===== config.mk =====
export PLATFORM = sky130hd
export DESIGN_NAME = apc_regs
export DESIGN_NICKNAME = d
export VERILOG_FILES = /design/src/rtl/apc_pkg.sv /design/src/rtl/apc_regs.sv
export SDC_FILE = /design/constraint.sdc
export NUM_CORES = 1
export LEC_CHECK = 0
export BUFFER_PORTS_ARGS = -buffer_cell sky130_fd_sc_hd__buf_2
export CELL_PAD_IN_SITES_DETAIL_PLACEMENT = 2
export CELL_PAD_IN_SITES_GLOBAL_PLACEMENT = 2
export CORE_ASPECT_RATIO = 2
export CORE_MARGIN = 2
export CORE_UTILIZATION = 30
export DETAILED_ROUTE_END_ITERATION = 6
export GPL_TIMING_DRIVEN = 1
export PLACE_DENSITY = 0.84
export SETUP_SLACK_MARGIN = 0.05
export SYNTH_ARGS = -nofsm -noshare
export SYNTH_HDL_FRONTEND = slang
export SYNTH_SLANG_ARGS = --single-unit

===== constraint.sdc =====
create_clock -name core_clk -period 2.4 [get_ports core_clk]
set_input_delay 0.24 -clock core_clk [delete_from_list [all_inputs] [get_ports core_clk]]
set_output_delay 0.24 -clock core_clk [all_outputs]
set_load 0.01 [all_outputs]

===== src/rtl/apc_pkg.sv =====
// package: register map, fields and reset values of the host register set
// How it works
// - offset zero reports running image code
// - offset one reports minor or loader revision
// - only 0xe0 and above until processor ready
// - only firmware sets processor-ready flag
// - boot selection encodes loader, nosleep, ram
// - boot selection kept in always-on domain
// - boot selection read by firmware and by host at 0xe0
// - writing one from zero starts oscillator, wakes
// - loader resets, application idles on wake
// - writing zero requests standby interrupt
// - firmware powers down, then stops oscillator
package apc_pkg;
  // ==========================================================
  // register offsets
  localparam logic [7:0] APC_OFS_IMAGE_CODE = 8'h00;
  localparam logic [7:0] APC_OFS_IMAGE_REV  = 8'h01;
  localparam logic [7:0] APC_OFS_POWER_CTL  = 8'he0;
  localparam logic [7:0] APC_OFS_ALWAYS_MIN = 8'he0;
  // ==========================================================
  // image codes
  localparam logic [7:0] APC_CODE_APP    = 8'h03;
  localparam logic [7:0] APC_CODE_LOADER = 8'h80;
  localparam logic [7:0] APC_CODE_RESET  = 8'h00;
  localparam logic [7:0] APC_REV_RESET   = 8'h00;
  // ==========================================================
  // power control fields
  localparam int APC_BIT_READY   = 6;
  localparam int APC_BIT_SEL_HI  = 5;
  localparam int APC_BIT_SEL_LO  = 4;
  localparam int APC_BIT_PON     = 0;
  localparam logic       APC_PON_RESET = 1'b1;
  localparam logic [1:0] APC_SEL_RESET = 2'h0;
  // boot selections
  localparam logic [1:0] APC_SEL_LOADER  = 2'h0;
  localparam logic [1:0] APC_SEL_NOSLEEP = 2'h1;
  localparam logic [1:0] APC_SEL_RAM     = 2'h2;
  localparam logic [1:0] APC_SEL_RSVD    = 2'h3;
  // ==========================================================
  // host timing
  localparam int APC_CLK_HZ         = 20_000_000;
  localparam int APC_REMAP_WAIT_MS  = 6;
  localparam int APC_REMAP_WAIT_CYC =
    APC_REMAP_WAIT_MS * (APC_CLK_HZ / 1000);
endpackage


===== src/rtl/apc_regs.sv =====
// module: image id registers, reachable once ready, and always-reachable power control register
`timescale 1ns/10ps
module apc_regs
  import apc_pkg::*;
(
  // clock and reset
  input  wire logic       core_clk,
  input  wire logic       rst,
  // host register port
  input  wire logic [7:0] host_addr,
  input  wire logic       host_wr,
  input  wire logic       host_rd,
  input  wire logic [7:0] host_wdata,
  output logic      [7:0] host_rdata,
  output logic            host_rvalid,
  output logic            host_mapped_req,
  // firmware side
  input  wire logic       fw_ready_set,
  input  wire logic       fw_ready_clr,
  input  wire logic       fw_id_load,
  input  wire logic [7:0] fw_image_code,
  input  wire logic [7:0] fw_image_rev,
  input  wire logic       fw_osc_stop,
  // power and processor events
  output logic            osc_en,
  output logic            wake_interrupt,
  output logic            standby_interrupt,
  output logic      [1:0] boot_select
);
  // ==========================================================
  // state
  logic [7:0] code_reg;
  logic [7:0] rev_reg;
  logic       ready_reg;
  logic [1:0] sel_reg;
  logic       pon_reg;
  logic       osc_reg;
  logic       wake_reg;
  logic       stby_reg;
  logic [7:0] rdata_reg;
  logic       rvalid_reg;
  logic       ready_next;
  logic [7:0] rdata_next;

  // ==========================================================
  // decode
  wire        hit_code  = host_addr == APC_OFS_IMAGE_CODE;
  wire        hit_rev   = host_addr == APC_OFS_IMAGE_REV;
  wire        hit_pctl  = host_addr == APC_OFS_POWER_CTL;
  wire        always_ok = host_addr >= APC_OFS_ALWAYS_MIN;
  wire        space_ok  = always_ok || ready_reg;
  wire        wr_pctl   = host_wr && hit_pctl;
  wire        pon_rise  = wr_pctl && !pon_reg &&
                          host_wdata[APC_BIT_PON];
  wire        pon_fall  = wr_pctl && !host_wdata[APC_BIT_PON];
  wire [7:0]  pctl_view = {1'b0, ready_reg, sel_reg,
                           3'h0, pon_reg};
  // image code and revision come only from firmware load
  wire [7:0]  mapped_view = hit_code ? code_reg :
                            hit_rev  ? rev_reg  : 8'h00;

  // ready flag: no hardware path, firmware only
  assign ready_next = fw_ready_set ? 1'b1 :
                      fw_ready_clr ? 1'b0 : ready_reg;

  assign rdata_next = !space_ok ? 8'h00 :
                      hit_pctl  ? pctl_view : mapped_view;

  // ==========================================================
  // identification
  always_ff @(posedge core_clk or posedge rst) begin
    if (rst) begin
      code_reg <= APC_CODE_RESET;
      rev_reg  <= APC_REV_RESET;
    end else if (fw_id_load) begin
      code_reg <= fw_image_code;
      rev_reg  <= fw_image_rev;
    end
  end

  // ==========================================================
  // power control
  always_ff @(posedge core_clk or posedge rst) begin
    if (rst) begin
      ready_reg <= 1'b0;
      pon_reg   <= APC_PON_RESET;
    end else begin
      ready_reg <= ready_next;
      if (wr_pctl) begin
        pon_reg <= host_wdata[APC_BIT_PON];
      end
    end
  end

  // boot selection sits in the always-on domain, only rst clears it
  always_ff @(posedge core_clk or posedge rst) begin
    if (rst) begin
      sel_reg <= APC_SEL_RESET;
    end else if (wr_pctl) begin
      sel_reg <= host_wdata[APC_BIT_SEL_HI:APC_BIT_SEL_LO];
    end
  end

  // oscillator: started by hardware, stopped only by firmware
  always_ff @(posedge core_clk or posedge rst) begin
    if (rst) begin
      osc_reg <= 1'b1;
    end else if (pon_rise) begin
      osc_reg <= 1'b1;
    end else if (fw_osc_stop) begin
      osc_reg <= 1'b0;
    end
  end

  // processor event pulses
  always_ff @(posedge core_clk or posedge rst) begin
    if (rst) begin
      wake_reg <= 1'b0;
      stby_reg <= 1'b0;
    end else begin
      wake_reg <= pon_rise;
      stby_reg <= pon_fall;
    end
  end

  // ==========================================================
  // read port
  always_ff @(posedge core_clk or posedge rst) begin
    if (rst) begin
      rdata_reg  <= 8'h00;
      rvalid_reg <= 1'b0;
    end else begin
      rvalid_reg <= host_rd;
      if (host_rd) begin
        rdata_reg <= rdata_next;
      end
    end
  end

  assign host_rdata        = rdata_reg;
  assign host_rvalid       = rvalid_reg;
  assign host_mapped_req   = (host_rd || host_wr) && !always_ok &&
                             ready_reg;
  assign osc_en            = osc_reg;
  assign wake_interrupt    = wake_reg;
  assign standby_interrupt = stby_reg;
  assign boot_select       = sel_reg;
endmodule


# --- Word level (Yosys, flattened, before mapping) ---
# Cells that the tools add are included.
totals:
  ff_bits: 32
  output_inout_bits: 15
  ramBits: 0
  input_bits: 40
  latchBits: 0
  memories: 0
  mem_bits_ro: 0
classes:
  order_cmp: 1
  add_sub_neg: 0
  n_shift: 0
  bitwise: 0
  reduce_logical: 14
  n_mul: 0
  muxes: 8
  eq_ne: 2
  div: 0
ops:
  columns: ["cell", "count"]
  rows:
  - ["$mux W8", 4]
  - ["$eq A8 B1 Y1 const B", 1]
  - ["$eq A8 B8 Y1 const B", 1]
  - ["$ge A8 B8 Y1 const B", 1]
  - ["$logic_not A8 Y1", 1]
  - ["$logic_and A1 B1 Y1", 6]
  - ["$mux W1", 4]
  - ["$reduce_bool A2 Y1", 2]
  - ["$logic_not A1 Y1", 3]
  - ["$logic_or A1 B1 Y1", 2]

# --- Logic depth before layout (Yosys ltp) ---
depth:
  ltp_word: 5
  depth_mapped: 4
  mapped_depth_nobuf: 3

# --- Worst setup path before layout ---
# OpenSTA, ideal clock, no wires.
synth_path:
  kind: "input -> register"
  start: "input port host_addr[0]"
  end: "register rdata_reg[0] (netlist: host_rdata[0])"
  required_ns: 2.258
  path_stages: 4
  path_buffers: 1
  path_slack_ns: 1.246
  arrival_time_ns: 1.012
  setup_ns: 0.142
  cell_sequence: "buf_4 -> or2_2 -> nor4_1 -> o32ai_1"
synth_via:
  elab_chain_cells: 5
  word_cells_on_any_way: 9
synth_rtl:
  columns: ["element", "line_no", "text"]
  rows:
  - ["from (decl)", "apc_regs.sv:10", "input wire logic [7:0] host_addr,"]
  - ["$eq A8 B1 Y1", "apc_regs.sv:48", "wire hit_rev = host_addr == APC_OFS_IMAGE_REV;"]
  - ["$mux W8", "apc_regs.sv:60", "hit_rev ? rev_reg : 8'h00;"]
  - ["$mux W8", "apc_regs.sv:59", "wire [7:0] mapped_view = hit_code ? code_reg :"]
  - ["$mux W8", "apc_regs.sv:67", "hit_pctl ? pctl_view : mapped_view;"]
  - ["$mux W8 *", "apc_regs.sv:66", "assign rdata_next = !space_ok ? 8'h00 :"]
  - ["to (signal assigned)", "apc_regs.sv:135", "rdata_reg <= rdata_next;"]
  - ["to (decl)", "apc_regs.sv:40", "logic [7:0] rdata_reg;"]
# Mark *: on every way between the ends. The rest lies on a longest branch, timed or not.
# A chain may end at the register's enable or synchronous reset.

# --- Worst setup path in the final report ---
layout_path:
  start: "register ready_reg"
  end: "output port host_mapped_req"
layout_via:
  elab_chain_cells: 1
layout_rtl:
  columns: ["element", "line_no", "text"]
  rows:
  - ["from (decl)", "apc_regs.sv:34", "logic ready_reg;"]
  - ["from (signal assigned)", "apc_regs.sv:88", "ready_reg <= ready_next;"]
  - ["$logic_and A1 B1 Y1", "apc_regs.sv:142", "assign host_mapped_req = (host_rd || host_wr) && !always_ok &&"]
  - ["to (decl)", "apc_regs.sv:16", "output logic host_mapped_req,"]
# Every way passes these cells.

==> key figures <==
Floorplanning
  • Die Wd: 53.21 µm
  • IO Pins: 55
  • Cell row count: 35
  • Initial Util: 0.3129
  • Die area: 0.005449 mm²
  • Placeable Area: 0.004642 mm²
  • Die height: 102.4 µm

Clocking
  • Deepest clock path buffer count: 2
  • # resized after CTS: 0
  • Clock-pin slew on the worst setup and hold paths: 70 ps
  • CTS sink cnt: 32
  • Cts bufs inserted: 5
  • Clock latency on the worst-skew pair: 290 ps
  • H-tree levels: 2
  • Post-CTS Setup Inserts: 0
  • CTS root buffer: clkbuf_8
  • CTS tree: built
  • CTS Hold Bufs: 0

Yosys
  • Synth async-reset ratio: 1.000
  • Post-synth EDFFs: 0
  • Mapped Nets: 149
  • Syn_area_per_cell: 13.33 µm²
  • Seq/Total Area, Yosys: 0.5530
  • Cells after Synth: 109
  • Synth cell count leaders: 30 x dfrtp_1, 20 x mux2_2, 12 x inv_1
  • Top_reg_cell synth: dfrtp_1
  • Post-synth top area share: 0.5168
  • Netlist cell types: 30
  • Synthesized area: 0.001453 mm²
  • Synthesis Warnings: 0
  • Largest area contributor in the netlist: dfrtp_1
  • Seq cells post-synth: 32
  • Top-count cell post-synth: dfrtp_1
  • Synth area leaders: dfrtp_1 52%, mux2_2 16%, dfstp_2 3.6%, inv_1 3.1%, mux2_4 3.1%

Routing
  • Overall routed net length: 3782 µm
  • Initial DRC count: 25
  • DRC errors left: 0
  • DRT Pass-1 Iters: 4
  • Vias: 1077
  • Vias per cell: 4.963
  • DR WL/cell: 17.43 µm
  • Post-route ant nets: 0

Power
  • Peak VDD IR: 0.4787 mV
  • Power per standard cell area: 645.1 mW/mm²
  • LEAKAGE: 0.8722 nW

Outcome
  • Status: complete, no violations

Critical path
  • CP Buf/Inv Count: 1
  • Crit path arrival time: 1060 ps
  • CP peak stage delay: 420 ps
  • Required @ worst endpoint: 2160 ps
  • CP cell instances: o21ai_0 > nor2_1 > buf_2
  • Crit. End Element: primary output
  • CP Max Fanout: 5
  • Worst setup path class: flop to primary output
  • Largest delay share family, worst path: flip-flops
  • Highest-delay cell along the critical path: dfrtp_1
  • Startpoint Class: flop

STA
  • Unrepaired setup endpoints after global routing: no
  • Achievable Freq: 0.7705 GHz
  • Max Slew Vio Count: 0
  • Tcrit/Tclk final: 0.5408
  • WHS: 33.02 ps
  • Actual slew at the worst max-slew pin: 432.0 ps
  • Tmin final: 1298 ps
  • Max_slew headroom: 0.7120
  • Final hold violations: 0
  • Setup-failing EPs final: 0
  • Clk_skew: 6.320 ps
  • Setup TNS: 0 ps

Final layout
  • Nets: 201
  • Filler instances: 506
  • Final non-filler cell area: 0.001842 mm²
  • Share of cells above drive strength 1: 0.5370
  • Area growth from synthesis to layout: 26.79%
  • Ant diodes: 0

Place
  • Gpl congestion: 0.7131
  • IO buf count: 49
  • Detailed placer's ending HPWL: 2979 µm
  • Dpl cell area: 0.001742 mm²

Global routing
  • GRT Total Usage: 0.1580
  • First-pass GRT wire length: 6120 µm
  • Pin count of the biggest net entering global routing: 33
  • Initial antenna violation count: 0
  • GRT overflow: 0
  • Vias in the first global route: 1232

Hold path
  • HP Class: input pin to asynchronous set/reset pin

Flow run
  • Max Cap Violations: 0
where the power goes:
part	internal, mW	total, mW	leakage [nW]	switching [mW]
clock network	0.262	0.458	0.0515	0.196
registers	0.573	0.592	0.397	0.0199
logic	0.0708	0.138	0.423	0.0672
total	0.905	1.19	0.872	0.283
layout make-up:
| class | count | area (µm²) | share of cell area |
|---|---|---|---|
| Clock buffer | 8 | 100.1 | 0.05435 |
| Inverter | 12 | 45.04 | 0.02446 |
| Multi-Input combinational cell | 60 | 571.8 | 0.3105 |
| Sequential cell | 32 | 803.3 | 0.4361 |
| Tap cell | 55 | 68.82 | 0.03736 |
| Timing Repair Buffer | 50 | 252.7 | 0.1372 |
stage by stage:
step           setup WS (ps)  std cells    util  power, mW
2_1_floorplan           1246        109       -     0.6802
3_3_place_gp           970.2        209  0.3752     0.7297
3_5_place_dp           924.0        209  0.3752     0.7439
4_1_cts                 1091        217  0.3968      1.206
5_1_grt                 1032        217  0.3968      1.244
6_report                1102        217  0.3968      1.188
tightest hold or removal path, stage by stage:
cell	delay [ps]
buf_2	90
inv_1	40
buf_4	370
metal layers:
metal | track usage | share of wire | wire length (µm)
met3 | 0.04532 | 0.070 | 266
met5 | 0 | 0 | 0
met4 | 0.06706 | 0.024 | 91
met1 | 0.1654 | 0.35 | 1319
met2 | 0.2821 | 0.56 | 2106
cell families (layout without fill, tap and decap cells):
logic type / Yosys count / after routing / share of synthesized area
compound gates: 18 / 18 / 0.09130
buf+inv: 17 / 70 / 0.05340
flops: 32 / 32 / 0.5530
mux: 27 / 27 / 0.2136
simple gates: 15 / 15 / 0.08872
worst paths after layout:
check,from,end,slack (ps),cells past startpoint
hold reg to reg,osc_en,osc_en,500,2
hold / removal,rst,host_rdata[4],30,3
max in group asynchronous,rst,pon_reg,2030,3
setup / recovery,ready_reg,host_mapped_req,1100,3
setup reg to reg,ready_reg,host_rdata[1],1260,2
min in group core_clk,fw_osc_stop,osc_en,100,2
cells in the final DEF, fill, tap and decap left out:
cell,instances
a21o_1,1
a21oi_1,1
a22oi_1,4
and3_1,1
buf_2,49
buf_4,1
clkbuf_1,1
clkbuf_8,7
dfrtp_1,30
dfstp_2,2
inv_1,12
mux2_2,20
mux2_4,3
mux2i_1,4
nand2_1,1
nand3_1,1
nand4_4,1
nor2_1,2
nor2_4,1
nor3_1,1
nor3_4,1
nor4_1,3
nor4_4,1
o2111ai_1,1
o211ai_1,1
o21ai_0,1
o22ai_1,4
o32ai_1,5
or2_2,1
or3_1,1
(Power assumes the default switching activity.)
